[src/logic/mcu_decode_pkg.sv]
// What this block does
// (RULE1) Each instruction arrives as one 14-bit word holding opcode and all operands.
// (RULE2) Opcodes fall into byte, bit, and literal/control groups.
// (RULE3) Instructions take one instruction cycle unless listed as multi-cycle.
// (RULE4) Direct call and call via working register take two cycles.
// (RULE5) Plain return, return with literal and interrupt return take two cycles.
// (RULE6) Jump, relative branch, working-register branch and taken skips take two cycles.
// (RULE7) Indirect access with pointer at program memory adds one cycle.
// (RULE8) One instruction cycle is exactly four oscillator clock periods.
// (RULE9) File-register instructions read, modify, then store, even write-only ones.
// (RULE10) Destination bit 0 sends result to working register, 1 to file.
// (RULE11) File address selects locations 0x00 through 0x7F.
// (RULE12) Bit number selects one bit of an 8-bit file register.
// (RULE13) Pointer number selects pointer or data port 0 or 1.
// (RULE14) Don't-care bit positions never change decoding.
// (RULE15) Pointer step mode picks pre/post increment or decrement.
// (RULE16) File address is the 7 low bits in byte and bit formats.
// (RULE17) Bit number is 3 bits directly above the file address.
// (RULE18) General literal instructions carry an 8-bit low immediate.
// (RULE19) Absolute call and jump carry an 11-bit target in bits 10:0.
// (RULE20) An unmet skip completes in one cycle and advances the counter once.
// (RULE21) Two-cycle instructions discard the fetched word and run a no-op.
`default_nettype none
package mcu_decode_pkg;

	// Timing of the instruction cycle.
	localparam int unsigned OSC_PER_ICYC = 4;
	localparam logic [1:0]  PH_Q1 = 2'h0;
	localparam logic [1:0]  PH_Q2 = 2'h1;
	localparam logic [1:0]  PH_Q3 = 2'h2;
	localparam logic [1:0]  PH_Q4 = 2'h3;

	// Word and field layout.
	localparam int unsigned WORD_W       = 14;
	localparam int unsigned FADDR_MSB    = 6;
	localparam int unsigned BITNUM_LSB   = 7;
	localparam int unsigned BITNUM_MSB   = 9;
	localparam int unsigned DEST_POS     = 7;
	localparam int unsigned LIT8_MSB     = 7;
	localparam int unsigned LIT11_MSB    = 10;
	localparam int unsigned LIT9_MSB     = 8;
	localparam int unsigned LIT7_MSB     = 6;
	localparam int unsigned LIT5_MSB     = 4;
	localparam int unsigned LIT6_MSB     = 5;
	localparam int unsigned OFS_PTR_POS  = 6;
	localparam int unsigned STEP_PTR_POS = 2;
	localparam int unsigned MODE_MSB     = 1;

	// File locations of the two indirect data ports.
	localparam logic [6:0] IND_PORT0 = 7'h00;
	localparam logic [6:0] IND_PORT1 = 7'h01;

	// Word executed after reset and in place of a discarded fetch.
	localparam logic [13:0] NOP_WORD = 14'h0000;

	// Fixed control words.
	localparam logic [13:0] W_RETURN = 14'h0008;
	localparam logic [13:0] W_RETFI  = 14'h0009;
	localparam logic [13:0] W_CALL_VIA_WORKING_REG  = 14'h000a;
	localparam logic [13:0] W_BRW    = 14'h000b;

	// Opcode patterns; a question mark is a don't-care or operand bit.
	localparam logic [13:0] P_STEP    = 14'b00_0000_0001_????;
	localparam logic [13:0] P_MOVLB   = 14'b00_0000_001?_????;
	localparam logic [13:0] P_CTRL    = 14'b00_0000_0???_????;
	localparam logic [13:0] P_DECSKP  = 14'b00_1011_????_????;
	localparam logic [13:0] P_INCSKP  = 14'b00_1111_????_????;
	localparam logic [13:0] P_BYTE    = 14'b00_????_????_????;
	localparam logic [13:0] P_BITCLR  = 14'b01_00??_????_????;
	localparam logic [13:0] P_BITSET  = 14'b01_01??_????_????;
	localparam logic [13:0] P_SKPCLR  = 14'b01_10??_????_????;
	localparam logic [13:0] P_SKPSET  = 14'b01_11??_????_????;
	localparam logic [13:0] P_CALL    = 14'b10_0???_????_????;
	localparam logic [13:0] P_GOTO    = 14'b10_1???_????_????;
	localparam logic [13:0] P_RETLIT  = 14'b11_0100_????_????;
	localparam logic [13:0] P_BRA     = 14'b11_001?_????_????;
	localparam logic [13:0] P_OFS     = 14'b11_0001_0???_????;
	localparam logic [13:0] P_MOVLP   = 14'b11_0001_1???_????;
	localparam logic [13:0] P_PTRMOV  = 14'b11_1111_????_????;
	localparam logic [13:0] P_BYTE_A  = 14'b11_0101_????_????;
	localparam logic [13:0] P_BYTE_B  = 14'b11_011?_????_????;
	localparam logic [13:0] P_BYTE_C  = 14'b11_1011_????_????;
	localparam logic [13:0] P_BYTE_D  = 14'b11_1101_????_????;

	typedef enum logic [1:0] {
		CLS_BYTE   = 2'b00,
		CLS_BIT    = 2'b01,
		CLS_LITCTL = 2'b10
	} instr_class_t;

	typedef enum logic [4:0] {
		K_NOP      = 5'b00000,
		K_CTRL     = 5'b00001,
		K_BYTE     = 5'b00010,
		K_BYTE_SKP = 5'b00011,
		K_BIT_CLR  = 5'b00100,
		K_BIT_SET  = 5'b00101,
		K_SKP_CLR  = 5'b00110,
		K_SKP_SET  = 5'b00111,
		K_LIT      = 5'b01000,
		K_RET_LIT  = 5'b01001,
		K_CALL     = 5'b01010,
		K_GOTO     = 5'b01011,
		K_REL_BR   = 5'b01100,
		K_RETURN   = 5'b01101,
		K_INT_RET  = 5'b01110,
		K_CALL_W   = 5'b01111,
		K_BR_W     = 5'b10000,
		K_PTR_STEP = 5'b10001,
		K_PTR_OFS  = 5'b10010,
		K_PTR_MOV  = 5'b10011,
		K_SEL_PAGE = 5'b10100,
		K_SEL_BANK = 5'b10101
	} instr_kind_t;

	typedef enum logic [1:0] {
		PRE_INC  = 2'b00,
		PRE_DEC  = 2'b01,
		POST_INC = 2'b10,
		POST_DEC = 2'b11
	} pointer_step_mode_t;

	typedef enum logic [1:0] {
		ST_EXEC  = 2'b00,
		ST_EXTRA = 2'b01,
		ST_FLUSH = 2'b10
	} cycle_state_t;

	typedef struct packed {
		logic        valid;
		logic [13:0] word;
	} fetch_t;

	typedef struct packed {
		instr_class_t       cls;
		instr_kind_t        kind;
		logic               dest_file;
		logic [6:0]         file_addr;
		logic [2:0]         bit_num;
		logic [7:0]         lit8;
		logic [10:0]        lit11;
		logic [8:0]         lit9;
		logic [6:0]         lit7;
		logic [4:0]         lit5;
		logic [5:0]         lit6;
		logic               ptr_num;
		pointer_step_mode_t pointer_step_mode;
		logic               uses_file;
		logic               writes_file;
		logic               indirect;
		logic               is_skip;
		logic               two_cycle;
		logic               redirect;
	} decoded_t;

	typedef struct packed {
		logic rd;
		logic wr_file;
		logic wr_w;
	} rmw_t;

endpackage
`default_nettype wire

[src/logic/mcu_quad_phase.sv]
`timescale 1ns/100ps
`default_nettype none
module mcu_quad_phase
	import mcu_decode_pkg::*;
#(
	parameter int unsigned PHASES = OSC_PER_ICYC
) (
	input  wire logic       sys_clk,
	input  wire logic       rst,
	output var  logic [1:0] phase_reg
);

	logic [1:0] phase_next;

	// Four oscillator clocks make one instruction cycle.
	always_comb begin
		if (phase_reg == 2'(PHASES - 1)) begin
			phase_next = PH_Q1; // RULE8
		end else begin
			phase_next = phase_reg + 2'h1;
		end
	end

	// The phase counter wraps back to the first quarter.
	always_ff @(posedge sys_clk or posedge rst) begin
		if (rst) begin
			phase_reg <= PH_Q1;
		end else begin
			phase_reg <= phase_next;
		end
	end

endmodule
`default_nettype wire

[src/logic/mcu_instruction_decode_timing.sv]
`timescale 1ns/100ps
`default_nettype none
module mcu_instruction_decode_timing
	import mcu_decode_pkg::*;
(
	input  wire logic                     sys_clk,
	input  wire logic                     rst,
	input  wire mcu_decode_pkg::fetch_t   fetch,
	input  wire logic [1:0]               ptr_in_progmem,
	input  wire logic                     skip_cond,
	output var  mcu_decode_pkg::decoded_t dec_reg,
	output var  logic [1:0]               phase_reg,
	output var  mcu_decode_pkg::rmw_t     rmw_reg,
	output var  logic                     cycle_start_reg,
	output var  logic                     pc_inc_reg,
	output var  logic                     redirect_reg,
	output var  logic                     discard_reg,
	output var  logic                     extra_reg
);
	import mcu_decode_pkg::*;

	cycle_state_t state_reg;
	cycle_state_t state_next;
	logic         need_extra;
	logic         final_cycle;
	logic         branch_now;
	logic         cycle_end;
	decoded_t     fetched_dec;
	decoded_t     nop_dec;

	// Splits one 14-bit word into every operand the core may need.
	function automatic decoded_t decode(input logic [13:0] w);
		decoded_t d;
		d                   = '0;
		d.file_addr         = w[FADDR_MSB:0];            // RULE16 RULE11
		d.bit_num           = w[BITNUM_MSB:BITNUM_LSB];  // RULE17 RULE12
		d.dest_file         = w[DEST_POS];               // RULE10
		d.lit8              = w[LIT8_MSB:0];             // RULE18
		d.lit11             = w[LIT11_MSB:0];            // RULE19
		d.lit9              = w[LIT9_MSB:0];
		d.lit7              = w[LIT7_MSB:0];
		d.lit5              = w[LIT5_MSB:0];
		d.lit6              = w[LIT6_MSB:0];
		d.pointer_step_mode = pointer_step_mode_t'(w[MODE_MSB:0]); // RULE15
		d.ptr_num           = w[OFS_PTR_POS];
		d.cls               = CLS_LITCTL;
		d.kind              = K_LIT;
		// Patterns are tried from the most specific; unused bits are ignored.
		// The patterns overlap on purpose, so the first match must win.
		priority casez (w) // RULE1 RULE2 RULE14
			NOP_WORD: begin
				d.kind = K_NOP;
			end
			W_RETURN: begin
				d.kind = K_RETURN; // RULE5
			end
			W_RETFI: begin
				d.kind = K_INT_RET; // RULE5
			end
			W_CALL_VIA_WORKING_REG: begin
				d.kind = K_CALL_W; // RULE4
			end
			W_BRW: begin
				d.kind = K_BR_W; // RULE6
			end
			P_STEP: begin
				d.kind    = K_PTR_STEP;
				d.ptr_num = w[STEP_PTR_POS]; // RULE13
			end
			P_MOVLB: begin
				d.kind = K_SEL_BANK;
			end
			P_CTRL: begin
				d.kind = K_CTRL;
			end
			P_DECSKP, P_INCSKP: begin
				d.cls  = CLS_BYTE;
				d.kind = K_BYTE_SKP; // RULE6
			end
			P_BYTE, P_BYTE_A, P_BYTE_B, P_BYTE_C, P_BYTE_D: begin
				d.cls  = CLS_BYTE;
				d.kind = K_BYTE;
			end
			P_BITCLR: begin
				d.cls  = CLS_BIT;
				d.kind = K_BIT_CLR;
			end
			P_BITSET: begin
				d.cls  = CLS_BIT;
				d.kind = K_BIT_SET;
			end
			P_SKPCLR: begin
				d.cls  = CLS_BIT;
				d.kind = K_SKP_CLR; // RULE6
			end
			P_SKPSET: begin
				d.cls  = CLS_BIT;
				d.kind = K_SKP_SET; // RULE6
			end
			P_CALL: begin
				d.kind = K_CALL; // RULE4
			end
			P_GOTO: begin
				d.kind = K_GOTO; // RULE6
			end
			P_RETLIT: begin
				d.kind = K_RET_LIT; // RULE5
			end
			P_BRA: begin
				d.kind = K_REL_BR; // RULE6
			end
			P_OFS: begin
				d.kind = K_PTR_OFS;
			end
			P_MOVLP: begin
				d.kind = K_SEL_PAGE;
			end
			P_PTRMOV: begin
				d.kind = K_PTR_MOV;
			end
			default: begin
				d.kind = K_LIT;
			end
		endcase
		// File operands: both byte and bit groups read the register first.
		d.uses_file = (d.cls == CLS_BYTE) || (d.cls == CLS_BIT); // RULE9
		if (d.cls == CLS_BYTE) begin
			d.writes_file = d.dest_file; // RULE10
		end else begin
			d.writes_file = (d.kind == K_BIT_CLR) || (d.kind == K_BIT_SET);
		end
		// A file operand naming a data port goes through a pointer.
		if (d.uses_file && ((d.file_addr == IND_PORT0) ||
				(d.file_addr == IND_PORT1))) begin
			d.indirect = 1'b1;
			d.ptr_num  = d.file_addr[0]; // RULE13
		end else begin
			d.indirect = (d.kind == K_PTR_STEP) || (d.kind == K_PTR_MOV);
		end
		d.is_skip  = (d.kind == K_BYTE_SKP) || (d.kind == K_SKP_CLR) ||
			(d.kind == K_SKP_SET);
		d.redirect = (d.kind == K_CALL) || (d.kind == K_CALL_W) ||
			(d.kind == K_RETURN) || (d.kind == K_RET_LIT) ||
			(d.kind == K_INT_RET) || (d.kind == K_GOTO) ||
			(d.kind == K_REL_BR) || (d.kind == K_BR_W);
		d.two_cycle = d.redirect || d.is_skip; // RULE3 RULE4 RULE5 RULE6
		return d;
	endfunction

	// Phase counter shared by every timing decision.
	mcu_quad_phase #(
		.PHASES (OSC_PER_ICYC)
	) u_phase (
		.sys_clk   (sys_clk),
		.rst       (rst),
		.phase_reg (phase_reg)
	);

	// Decodes of the incoming word and of the no-op used in its place.
	assign fetched_dec = decode(fetch.valid ? fetch.word : NOP_WORD);
	assign nop_dec     = decode(NOP_WORD);
	assign cycle_end   = (phase_reg == PH_Q4);

	// Extra cycle when the chosen pointer reaches into program memory.
	assign need_extra  = (state_reg == ST_EXEC) && dec_reg.indirect &&
		ptr_in_progmem[dec_reg.ptr_num]; // RULE7
	assign final_cycle = ((state_reg == ST_EXEC) && !need_extra) ||
		(state_reg == ST_EXTRA);
	// A skip only branches when its condition holds.
	assign branch_now  = dec_reg.two_cycle &&
		(!dec_reg.is_skip || skip_cond); // RULE20

	// Sequencing of execute, extra and discard cycles.
	always_comb begin
		unique case (state_reg)
			ST_EXEC: begin
				if (need_extra) begin
					state_next = ST_EXTRA; // RULE7
				end else if (branch_now) begin
					state_next = ST_FLUSH; // RULE21
				end else begin
					state_next = ST_EXEC; // RULE3
				end
			end
			ST_EXTRA: begin
				state_next = branch_now ? ST_FLUSH : ST_EXEC;
			end
			ST_FLUSH: begin
				state_next = ST_EXEC;
			end
			default: begin
				state_next = ST_EXEC;
			end
		endcase
	end

	// The state moves only at the end of an instruction cycle.
	always_ff @(posedge sys_clk or posedge rst) begin
		if (rst) begin
			state_reg <= ST_FLUSH;
		end else if (cycle_end) begin
			state_reg <= state_next; // RULE8
		end
	end

	// Instruction register: a new word, a no-op, or the held instruction.
	always_ff @(posedge sys_clk or posedge rst) begin
		if (rst) begin
			dec_reg <= '0;
		end else if (cycle_end) begin
			if (state_next == ST_EXEC) begin
				dec_reg <= fetched_dec; // RULE1
			end else if (state_next == ST_FLUSH) begin
				dec_reg <= nop_dec; // RULE21
			end
		end
	end

	// Read in the second quarter, store in the fourth of the last cycle.
	always_ff @(posedge sys_clk or posedge rst) begin
		if (rst) begin
			rmw_reg <= '0;
		end else begin
			rmw_reg.rd      <= (phase_reg == PH_Q1) &&
				(state_reg == ST_EXEC) && dec_reg.uses_file; // RULE9
			rmw_reg.wr_file <= (phase_reg == PH_Q3) && final_cycle &&
				dec_reg.writes_file; // RULE9 RULE10
			rmw_reg.wr_w    <= (phase_reg == PH_Q3) && final_cycle &&
				(dec_reg.cls == CLS_BYTE) && !dec_reg.dest_file; // RULE10
		end
	end

	// Program counter strobes raised in the first quarter of the next cycle.
	always_ff @(posedge sys_clk or posedge rst) begin
		if (rst) begin
			pc_inc_reg   <= 1'b0;
			redirect_reg <= 1'b0;
		end else begin
			pc_inc_reg   <= cycle_end && ((state_reg == ST_FLUSH) ||
				(final_cycle && !(branch_now && dec_reg.redirect))); // RULE20
			redirect_reg <= cycle_end && final_cycle && branch_now &&
				dec_reg.redirect; // RULE6
		end
	end

	// Status levels that follow the cycle being entered.
	always_ff @(posedge sys_clk or posedge rst) begin
		if (rst) begin
			cycle_start_reg <= 1'b0;
			discard_reg     <= 1'b1;
			extra_reg       <= 1'b0;
		end else begin
			cycle_start_reg <= cycle_end; // RULE8
			if (cycle_end) begin
				discard_reg <= (state_next == ST_FLUSH); // RULE21
				extra_reg   <= (state_next == ST_EXTRA); // RULE7
			end
		end
	end

endmodule
`default_nettype wire

[config.mk]
export PLATFORM = sky130hd
export DESIGN_NAME = mcu_instruction_decode_timing
export DESIGN_NICKNAME = d
export VERILOG_FILES = /design/src/logic/mcu_decode_pkg.sv /design/src/logic/mcu_quad_phase.sv /design/src/logic/mcu_instruction_decode_timing.sv
export SDC_FILE = /design/constraint.sdc
export NUM_CORES = 1
export LEC_CHECK = 0
export ABC_AREA = 1
export BUFFER_PORTS_ARGS = -buffer_cell sky130_fd_sc_hd__buf_2
export CELL_PAD_IN_SITES_DETAIL_PLACEMENT = 0
export CELL_PAD_IN_SITES_GLOBAL_PLACEMENT = 1
export CORE_ASPECT_RATIO = 0.5
export CORE_MARGIN = 1
export CORE_UTILIZATION = 34
export CTS_BUF_LIST = sky130_fd_sc_hd__clkbuf_16
export DETAILED_ROUTE_END_ITERATION = 12
export PLACE_DENSITY = 0.84
export SLEW_MARGIN = 30
export SYNTH_ARGS = -nofsm -noshare
export SYNTH_HDL_FRONTEND = slang
export SYNTH_SLANG_ARGS = --single-unit
[constraint.sdc]
create_clock -name sys_clk -period 1.62 [get_ports sys_clk]
set_input_delay 0.081 -clock sys_clk [delete_from_list [all_inputs] [get_ports sys_clk]]
set_output_delay 0.081 -clock sys_clk [all_outputs]
set_load 0.1 [all_outputs]
=== Word level (Yosys, flattened, before mapping) ===
Index checks and enable logic that the tools add are counted.

* Word-level logic and storage cells: 149
* Bits of input ports: 20
* Output and inout bits: 83
* Bits in registers: 85

* Equality and inequality tests: 46
* Multiplexer cells: 19
* Add/subtract/negate cells: 1
* Order comparisons: 1
* Reduce and logical (&&, ||, !) cells: 53

{| class="wikitable"
|+ Operator list
! cell !! count
|-
| $mux W73 || 2
|-
| $pmux W5 S12 || 1
|-
| $eq A14 B4 Y1 const B || 4
|-
| $eq A5 B4 Y1 const B || 7
|-
| $pmux W5 S7 || 1
|-
| $eq A6 B6 Y1 const B || 5
|-
| $eq A5 B5 Y1 const B || 5
|-
| $eq A5 B3 Y1 const B || 4
|-
| $logic_and A1 B1 Y1 || 17
|-
| $logic_or A1 B1 Y1 || 17
|-
| $eq A4 B3 Y1 const B || 4
|-
| $eq A7 B7 Y1 const B || 2
|-
| $logic_not A14 Y1 || 1
|-
| $logic_not A7 Y1 || 2
|-
| $mux W14 || 1
|-
| $eq A6 B4 Y1 const B || 2
|-
| $logic_not A2 Y1 || 6
|-
| $pmux W2 S2 || 3
|-
| $eq A10 B1 Y1 const B || 1
|-
| $pmux W5 S2 || 1
|-
| $eq A9 B1 Y1 const B || 1
|-
| $eq A2 B2 Y1 const B || 4
|-
| $mux W2 || 4
|-
| $eq A7 B1 Y1 const B || 1
|-
| other kinds (13) || 24
|}

=== Longest topological paths before layout ===
Gate-level depths: netlist of run 1.

* Word-level depth: 16
* Mapped depth: 12
* Depth with buffers taken out: 12

=== Modules after synthesis ===
A second synthesis of run 1 with hierarchy kept.

* Cells, all modules: 321
* Area, all modules: 2424.8 µm²

{| class="wikitable"
|+ Modules (own cells, without submodules)
! module !! instances !! cells an instance !! area an instance (µm²) !! sequential area each (µm²)
|-
| mcu_instruction_decode_timing || 1 || 316 || 2354.8 || 878.3
|-
| mcu_quad_phase || 1 || 5 || 70.1 || 50.0
|}

=== Least setup slack after synthesis of run 1 ===
OpenSTA, ideal clock, no wires.

* Path type: register to register
* Start point: register u_phase.phase_reg[1]
* End point: register dec_reg[46] (netlist bit)
* Library setup time: 0.074 ns
* Cell stages (with the launch flop): 9
* Required time: 1.546 ns
* Path buffers: 1
* Period minus slack after synthesis: 2.169 ns
* Arrival time: 2.095 ns
* Path slack: -0.549 ns
* Path through: dfrtp_1 > ha_1 > inv_1 > nor2_8 > inv_4 > nor2_8 > inv_2 > buf_6 > o21ai_2

* Word-level cells in the longest chain between the ends: 2

{| class="wikitable"
|+ Ends and longest elaborated chain
! element !! line !! RTL
|-
| from (decl) || mcu_quad_phase.sv:10 || <nowiki>output var logic [1:0] phase_reg</nowiki>
|-
| from (signal assigned) || mcu_quad_phase.sv:29 || <nowiki>phase_reg <= phase_next;</nowiki>
|-
| $eq A2 B2 Y1 || mcu_instruction_decode_timing.sv:162 || <nowiki>assign cycle_end = (phase_reg == PH_Q4);</nowiki>
|-
| named net cycle_end || mcu_instruction_decode_timing.sv:27 || <nowiki>logic cycle_end;</nowiki>
|-
| $reduce_and A2 Y1 (no source line) || - ||
|-
| to (signal assigned) || mcu_instruction_decode_timing.sv:212 || <nowiki>dec_reg <= fetched_dec;</nowiki>
|-
| to (signal assigned) || mcu_instruction_decode_timing.sv:214 || <nowiki>dec_reg <= nop_dec;</nowiki>
|-
| to (decl) || mcu_instruction_decode_timing.sv:11 || <nowiki>output var mcu_decode_pkg::decoded_t dec_reg,</nowiki>
|}

The timed path passes the listed nets, and every way through them passes these cells.
A chain may end at the register's enable or synchronous reset.

=== Worst setup path after layout of run 1 ===
* Start point: register dec_reg[8] (netlist bit)
* End point: register dec_reg[68] (netlist bit)

* Word-level cells in the longest chain between the ends: 8
* Elaborated cells on any way between the ends: 10
* Those cells by class: eq/ne: 1; mux: 5; reduce/logical: 4

{| class="wikitable"
|+ Ends and longest elaborated chain
! element !! line !! RTL
|-
| $mux W1 (not written as such) * (2 in series) || mcu_instruction_decode_timing.sv:166 || <nowiki>ptr_in_progmem[dec_reg.ptr_num];</nowiki>
|-
| $logic_and A1 B1 Y1 * || mcu_instruction_decode_timing.sv:165 || <nowiki>assign need_extra = (state_reg == ST_EXEC) && dec_reg.indirect &&</nowiki>
|-
| $mux W2 * || mcu_instruction_decode_timing.sv:177 || <nowiki>if (need_extra) begin</nowiki>
|-
| $pmux W2 S2 * || mcu_instruction_decode_timing.sv:175 || <nowiki>unique case (state_reg)</nowiki>
|-
| $eq A2 B2 Y1 / $logic_not A2 Y1 (equally long branches) || mcu_instruction_decode_timing.sv:213, mcu_instruction_decode_timing.sv:211 ||
|-
| $reduce_bool A2 Y1 (no source line) || - ||
|-
| $reduce_and A2 Y1 (no source line) || - ||
|}

Every way passes the cells marked *; elsewhere a longest branch is shown, timed or not. The select of a mux whose other input is x is not followed.

==> results of run 1 <==
-- layer usage --
metal  up-vias  part of all wire
li1       1142                 -
met1       997              0.51
met2        49              0.44
met3         5             0.048
met4         0            0.0053
met5         -                 0
-- cell usage in the layout, fill, tap and decap left out, types with 3 or more instances in the layout --
cell type	netlist	layout
buf_2	1	102
dfrtp_4	0	3
nor2_4	3	3
dfrtp_1	35	29
dfrtp_2	0	3
buf_4	49	12
o21ai_2	12	12
nand3_1	27	27
nand4_1	8	8
nand2_1	73	72
o21ai_1	4	5
a21oi_1	5	5
clkbuf_16	0	5
nor2_1	33	33
inv_1	27	27
ha_1	3	3
o21ai_0	8	7
nand2_2	6	6
inv_2	5	4
-- area by class of cell --
type	instances	share of cell area
clock buffer	5	0.0402
sequential	37	0.303
inverter	33	0.0422
multi-input combinational	202	0.348
clock inverter	3	0.0141
timing repair buffer	119	0.216
tap	92	0.0370
-- critical path: stages (launching register included) --
cell and delay (ns):
dfrtp_4 0.48, mux2_4 0.32, nand3_4 0.08, nand2_4 0.06, nor2_4 0.17, nor2_8 0.07
buf_6 0.13, a22o_1 0.17
-- cells by family (layout without fill, tap and decap cells) --
logic type	count (synthesis)	after routing
simple gates	167	167
fa+ha+maj	3	3
mux	1	1
compound gates	31	31
buf+inv	86	160
flops	37	37
-- through the flow --
step                cell area (sq um)  hold slack, ns  utilization
finish                           3110          0.0965        0.451
global route                     3110           0.113        0.451
CTS                              3100           0.100        0.449
detailed placement               2900           0.215        0.420
global placement                 2900           0.211        0.420
floorplan                        2540           0.256            -
-- power by group --
part / total, W / internal [W] / switching, W
combinational: 0.00219 / 0.000289 / 0.00190
clock: 0.00114 / 0.000729 / 0.000408
sequential: 0.00110 / 0.00103 / 0.0000773
total: 0.00443 / 0.00204 / 0.00238
-- path summary, 6_finish.rpt --
path,startpoint,end
max reg2reg,dec_reg[8]$_DFFE_PP0P_,dec_reg[68]$_DFFE_PP0P_
min reg2reg,discard_reg$_DFFE_PP1P_,discard_reg$_DFFE_PP1P_
max in group asynchronous,rst,dec_reg[8]$_DFFE_PP0P_
min in group asynchronous,rst,u_phase.phase_reg[1]$_DFF_PP0_
min,fetch[6],dec_reg[53]$_DFFE_PP0P_
max,dec_reg[8]$_DFFE_PP0P_,dec_reg[68]$_DFFE_PP0P_
-- repair_timing --
item                                    4_1_cts  5_1_grt
hold buffers                                  1        0
pin swaps                                     2        2
hold endpoints to repair                     35        0
endpoints found under the setup margin        9       23
resized for setup                             4        4
buffers inserted                              1        0
==> results.md, run 1 <==
- Multi-input gate area: 1080 sq um
- Grt met3 use: 0.0338
- Cells after synthesis: 325
- Top Usage Layer GRT: met2
- PortBufs: 102
- Sink Count: 37
- Avg WL per Cell: 12.4 um
- Area contributors post-synth: dfrtp_1 35%, buf_4 15%, nand2_1 11%, nand3_1 5.4%, nor2_1 4.9%
- Power Density: 1420 nW/um^2
- Met1 usage: 0.247
- Detailed-placement wirelength estimate: 4.86 mm
- Largest net degree at the start of global routing: 38
- Die area: 7780 sq um
- Area grow syn2layout: 23.5%
- CP required: 1.79 ns
- Mapped Nets: 348
- Final worst slack: 0.0217 ns
- Syn Std Cell Area: 2520 sq um
- DRC violations left: 0
- Die width: 124 um
- Vias per Instance: 4.47
- Initial antenna violation count: 0
- Cell taking the most area after synthesis: dfrtp_1
- CTS tree: built
- Post-synthesis xor/xnor area fraction: 0
- Largest family of logic cells by synthesized area: simple AND/OR/NAND/NOR gates
- Max-cap viol count: 0
- Antenna cells: 0
- Worst Path Arrival: 1.77 ns
- Vias post-DR: 2193
- Fmax: 0.626 GHz
- Mean Syn Cell Area: 7.76 sq um
- Antenna-violating nets left: 0
- Clk_skew: 0.00496 ns
- CTS Root Cell: clkbuf_16
- Post-Synth Adder-Cell Area: 0.0149
- Yosys reg bits: 37
- Total Wirelength: 6.09 mm
- IO Pins: 103
- Grt ovf: 0
- Flop2flop setup slack: 0.02 ns
- Hold Crit Depth: 3
- Maximum clock insertion buffer count: 2
- Clock-pin slew of the registers on the worst-case setup and hold paths: 0.06 ns
- Multiplexer area fraction after synthesis: 0.00596
- Worst-margin pin slew: 0.493 ns
- EDFF count, synth: 0
- Cell Rows: 21
- Final Setup Violations: 0
- Synth cell count leaders: 73 x nand2_1, 49 x buf_4, 35 x dfrtp_1
- Share of cells above drive strength 1: 0.434
- Final worst path period share: 0.987
- Dominant synthesized flop cell: dfrtp_1
- Fin crit period: 1.60 ns
- Register area: 943 sq um
- Number of global-route vias before repair: 2054
- Drt first pass iters: 4
- Worst vdd ir: 0.725 mV
- M2 GR Usage: 0.247
- GPL Wtd Cong: 0.855
- Post-synthesis compound-gate area fraction: 0.0819
- Initial core utilization: 0.365
- Largest register FFs: 25
- Leakage: 1.79 nW
- Setup Slack @ Placement: -0.0217 ns
- Post-synth ARST share: 1.00
- Fill cells: 722
- Nets: 421
- Cells after DPL: 481
- H-tree Lvls: 2
- Synth unique cells: 34
- Final Non-Filler Cells: 491
- YS warnings: 0
- Final Max Tran Viols: 0
- R2R depth: 7
- Yosys top cell area share: 0.347
- Setup CP Type: reg -> reg
- Core area: 6910 sq um
- Later-pin clock latency in the skew report: 0.28 ns
- Setup TNS: 0 ns
- CP endpoint kind: flop
- Tot Pwr: 0.00443 W
- Status: finished clean
- Worst-path fanout max: 7
- Clock buffer count from CTS: 5
- HP Class: in -> reg
- Hold Vio Cnt, Final: 0
- Initial DRC count: 107
- Register area share after synthesis: 0.368
- Startpoint types: flop
- Worst slew margin: 0.674
- GRT Resource Usage Total: 0.166
- Die Span Y: 62.9 um
- RSZ-0062 raised after global routing: yes
- First-pass GRT wire length: 10.2 mm
- Most common cell in the netlist: nand2_1
- Post-Synth Simple-Gate Area: 0.321
Power figures use the tool's default switching activity.
==> run 2: changes to the inputs <==
--- a/config.mk
+++ b/config.mk
@@ -11,11 +11,12 @@
 export CELL_PAD_IN_SITES_GLOBAL_PLACEMENT = 1
 export CORE_ASPECT_RATIO = 0.5
 export CORE_MARGIN = 1
-export CORE_UTILIZATION = 34
+export CORE_UTILIZATION = 33
 export CTS_BUF_LIST = sky130_fd_sc_hd__clkbuf_16
 export DETAILED_ROUTE_END_ITERATION = 12
-export PLACE_DENSITY = 0.84
+export PLACE_DENSITY = 0.83
 export SLEW_MARGIN = 30
 export SYNTH_ARGS = -nofsm -noshare
 export SYNTH_HDL_FRONTEND = slang
+export SYNTH_HIERARCHICAL = 1
 export SYNTH_SLANG_ARGS = --single-unit
==> run 2 against run 1 <==
  * Largest cell class unchanged
  * Largest power group unchanged
  * Critical endpoint is now dec_reg[5]$_DFFE_PP0P_
  * Synthesized cell count shrank 1.2%
  * Utilization shrank 0.39 points
  * Power shrank 0.73%
  * Highest routed layer unchanged
  * Clock-buffer cell count is the same
  * Cell count grew 0.61%
  * Combinational power shrank 7%
  * Area after synthesis shrank 3.8%
==> results.md, run 2 <==
- Status: finished clean (unchanged)
- Initial core utilization: 0.352 (was 0.365)
- Leakage: 1.77 nW (was 1.79 nW)
- GPL Wtd Cong: 0.885 (was 0.855)
- Crit-path cells: o21ai_1 > nand3_2 > nand2_2 > nor2_4 > nor2_2 > nand3_1 > nand2_1 > o21a_1 (was mux2_4 > nand3_4 > nand2_4 > nor2_4 > nor2_8 > buf_6 > a22o_1)
- Cells after DPL: 482 (was 481)
- Register area share after synthesis: 0.383 (was 0.368)
- Worst vdd ir: 0.600 mV (was 0.725 mV)
- Worst-path fanout max: 4 (was 7)
- Final Setup Violations: 0 (unchanged)
- Final worst slack: 0.132 ns (was 0.0217 ns)
- Nets: 422 (was 421)
- Synth cell count leaders: 73 x nand2_1, 48 x buf_4, 35 x dfrtp_1 (was 73 x nand2_1, 49 x buf_4, 35 x dfrtp_1)
- H-tree Lvls: 2 (unchanged)
- Most common cell in the netlist: nand2_1 (unchanged)
- Drt first pass iters: 4 (unchanged)
- Final Non-Filler Cells: 494 (was 491)
- Power Density: 1430 nW/um^2 (was 1420 nW/um^2)
- IO Pins: 103 (unchanged)
- Sequential share of power: 0.249 (about the same)
- First-pass GRT wire length: 10.1 mm (was 10.2 mm)
- Setup Slack @ Placement: -0.0515 ns (was -0.0217 ns)
- Fill cells: 705 (was 722)
- Tot Pwr: 0.00440 W (was 0.00443 W)
- Cells after synthesis: 321 (was 325)
- Antenna cells: 0 (unchanged)
- Dominant synthesized flop cell: dfrtp_1 (unchanged)
- Detailed-placement wirelength estimate: 4.86 mm (about the same)
- Post-Synth Simple-Gate Area: 0.316 (was 0.321)
- Sw Share: 0.507 (was 0.538)
- Post-Synth Adder-Cell Area: 0.00516 (was 0.0149)
- EDFF count, synth: 0 (unchanged)
- Worst-margin pin slew: 0.480 ns (was 0.493 ns)
- Later-pin clock latency in the skew report: 0.28 ns (about the same)
- Pint: 0.00217 W (was 0.00204 W)
- YS warnings: 6 (was 0)
- HP Class: in -> reg (unchanged)
- Area grow syn2layout: 26.8% (was 23.5%)
- Synth unique cells: 33 (was 34)
- Avg WL per Cell: 12.3 um (was 12.4 um)
- CP endpoint kind: flop (unchanged)
- Largest register FFs: 25 (unchanged)
- DRC violations left: 0 (unchanged)
- Initial antenna violation count: 0 (unchanged)
- Worst Path Arrival: 1.71 ns (was 1.77 ns)
- Number of global-route vias before repair: 1972 (was 2054)
- Cell taking the most area after synthesis: dfrtp_1 (unchanged)
- Area contributors post-synth: dfrtp_1 36%, buf_4 15%, nand2_1 11%, inv_1 5.3%, nand3_1 5.2% (was dfrtp_1 35%, buf_4 15%, nand2_1 11%, nand3_1 5.4%, nor2_1 4.9%)
- CP required: 1.85 ns (was 1.79 ns)
- Largest net degree at the start of global routing: 36 (was 38)
- Final instance area: 3080 sq um (was 3110 sq um)
- Clock power share: 0.290 (was 0.257)
- Post-synthesis compound-gate area fraction: 0.0774 (was 0.0819)
- CTS Root Cell: clkbuf_16 (unchanged)
- Vias per Instance: 4.55 (was 4.47)
- Hold Vio Cnt, Final: 0 (unchanged)
- Sw power: 0.00223 W (was 0.00238 W)
- Maximum clock insertion buffer count: 2 (unchanged)
- Max-cap viol count: 0 (unchanged)
- Vias post-DR: 2247 (was 2193)
- Placed inst area: 2830 sq um (was 2900 sq um)
- Syn Std Cell Area: 2420 sq um (was 2520 sq um)
- Largest stage delay, worst path: 0.48 ns (about the same)
- Total Wirelength: 6.07 mm (was 6.09 mm)
- Mapped Nets: 342 (was 348)
- Initial DRC count: 130 (was 107)
- Die Span Y: 62.6 um (was 62.9 um)
- Multiplexer area fraction after synthesis: 0 (was 0.00596)
- Setup CP Type: reg -> reg (unchanged)
- Largest family of logic cells by synthesized area: simple AND/OR/NAND/NOR gates (unchanged)
- Grt ovf: 0 (unchanged)
- Startpoint types: flop (unchanged)
- Clk_skew: 0.00593 ns (was 0.00496 ns)
- Yosys top cell area share: 0.361 (was 0.347)
- Antenna-violating nets left: 0 (unchanged)
- Share of cells above drive strength 1: 0.430 (was 0.434)
- Fmax: 0.672 GHz (was 0.626 GHz)
- Post-synthesis xor/xnor area fraction: 0 (unchanged)
- Mean Syn Cell Area: 7.55 sq um (was 7.76 sq um)
- GRT Resource Usage Total: 0.169 (was 0.166)
- Hold Crit Depth: 3 (unchanged)
- PortBufs: 102 (unchanged)
- Fin util: 0.447 (was 0.451)
- Final Max Tran Viols: 0 (unchanged)
- CTS tree: built (unchanged)
- Most common cell after layout, fill and taps aside: buf_2 (unchanged)
- Final worst path period share: 0.918 (was 0.987)
- Slowest-stage cell, CP: dfrtp_4 (unchanged)
- Clock buffer count from CTS: 5 (unchanged)
- Die area: 7720 sq um (was 7780 sq um)
- Yosys reg bits: 37 (unchanged)
- R2R depth: 8 (was 7)
- Core area: 6880 sq um (was 6910 sq um)
- Worst slew margin: 0.677 (was 0.674)
- Cell Rows: 21 (unchanged)
- Post-synth ARST share: 1.00 (unchanged)
- Most frequent cells in the layout: 102 x buf_2, 72 x nand2_1, 31 x inv_1 (was 102 x buf_2, 72 x nand2_1, 33 x nor2_1)
- Combinational power share: 0.462 (was 0.494)
- Clock-pin slew of the registers on the worst-case setup and hold paths: 0.06 ns (about the same)
- Fin crit period: 1.49 ns (was 1.60 ns)
- Die width: 123 um (was 124 um)
- Sink Count: 37 (unchanged)
run 2: changes by cell type in the layout (fill, tap and decap cells not counted), moves of 3 or more:
| cell | previous run | this run |
|---|---|---|
| o21ai_2 | 12 | 3 |
| nor2_2 | 2 | 5 |
| nor3_1 | 2 | 5 |
| o21ai_0 | 7 | 11 |
| nand3_1 | 27 | 24 |
| buf_4 | 12 | 23 |
| inv_1 | 27 | 31 |
| nor2_1 | 33 | 24 |
run 2: final cells by class:
type | instances | area (sq um) | area share
clock buffer | 5 | 125 | 0.0407
clock inverter | 3 | 68.8 | 0.0224
inverter | 36 | 138 | 0.0448
multi-input combinational | 195 | 992 | 0.323
sequential | 37 | 943 | 0.307
tap | 92 | 115 | 0.0374
timing repair buffer | 126 | 693 | 0.225
run 2: cell families after synthesis:
group                      Yosys count
buffers and inverters               89
adders and majority gates            1
AOI/OAI and AO/OA                   31
and+or+nand+nor                    163
DFF                                 37
run 2: worst paths after layout:
path,slack [ns],from,end
setup reg to reg,0.13,dec_reg[8]$_DFFE_PP0P_,dec_reg[5]$_DFFE_PP0P_
min in group asynchronous,0.20,rst,u_phase/phase_reg[1]$_DFF_PP0_
max in group asynchronous,0.81,rst,dec_reg[8]$_DFFE_PP0P_
hold / removal,0.16,fetch[8],dec_reg[56]$_DFFE_PP0P_
setup / recovery,0.13,dec_reg[8]$_DFFE_PP0P_,dec_reg[5]$_DFFE_PP0P_
hold reg to reg,0.47,discard_reg$_DFFE_PP1P_,discard_reg$_DFFE_PP1P_
run 2: power by group through the flow:
stage | Combinational (W) | Clock, W | Sequential [W]
6_report | 0.00203 | 0.00127 | 0.00109
4_1_cts | 0.00202 | 0.00129 | 0.00109
3_5_place_dp | 0.00202 | 0 | 0.00111
5_1_grt | 0.00210 | 0.00134 | 0.00111
3_3_place_gp | 0.00202 | 0 | 0.00111
2_1_floorplan | 0.00127 | 0 | 0.00171
run 2: timing repair:
item                                   in CTS  in global routing
setup endpoints to repair                   0                 24
buffers inserted                            0                  3
hold buffers                                1                  0
gates resized for setup                     0                 14
endpoints found under the hold margin      35                  0
run 2: layer usage:
layer	GRT usage	routed length, um	up-vias
met2	0.242	2640	57
met3	0.0365	285	4
met4	0.0407	57	0
met1	0.254	3090	1040
met5	0	0	-
li1	-	-	1146
run 2: worst max-delay path, delay by kind of cell, from the launching register on:
| family | cells | cell delay (ns) |
|---|---|---|
| and+or+nand+nor | 6 | 0.66 |
| DFF | 1 | 0.48 |
| AOI/OAI and AO/OA | 2 | 0.28 |
run 2: per-stage QoR:
| step | hold slack, ns | TNS (ns) |
|---|---|---|
| 6_report | 0.156 | 0 |
| 5_1_grt | 0.195 | -0.00208 |
| 4_1_cts | 0.157 | 0 |
| 3_5_place_dp | -0.0497 | -0.135 |
| 3_3_place_gp | -0.0575 | -0.111 |
| 2_1_floorplan | -0.178 | 0 |
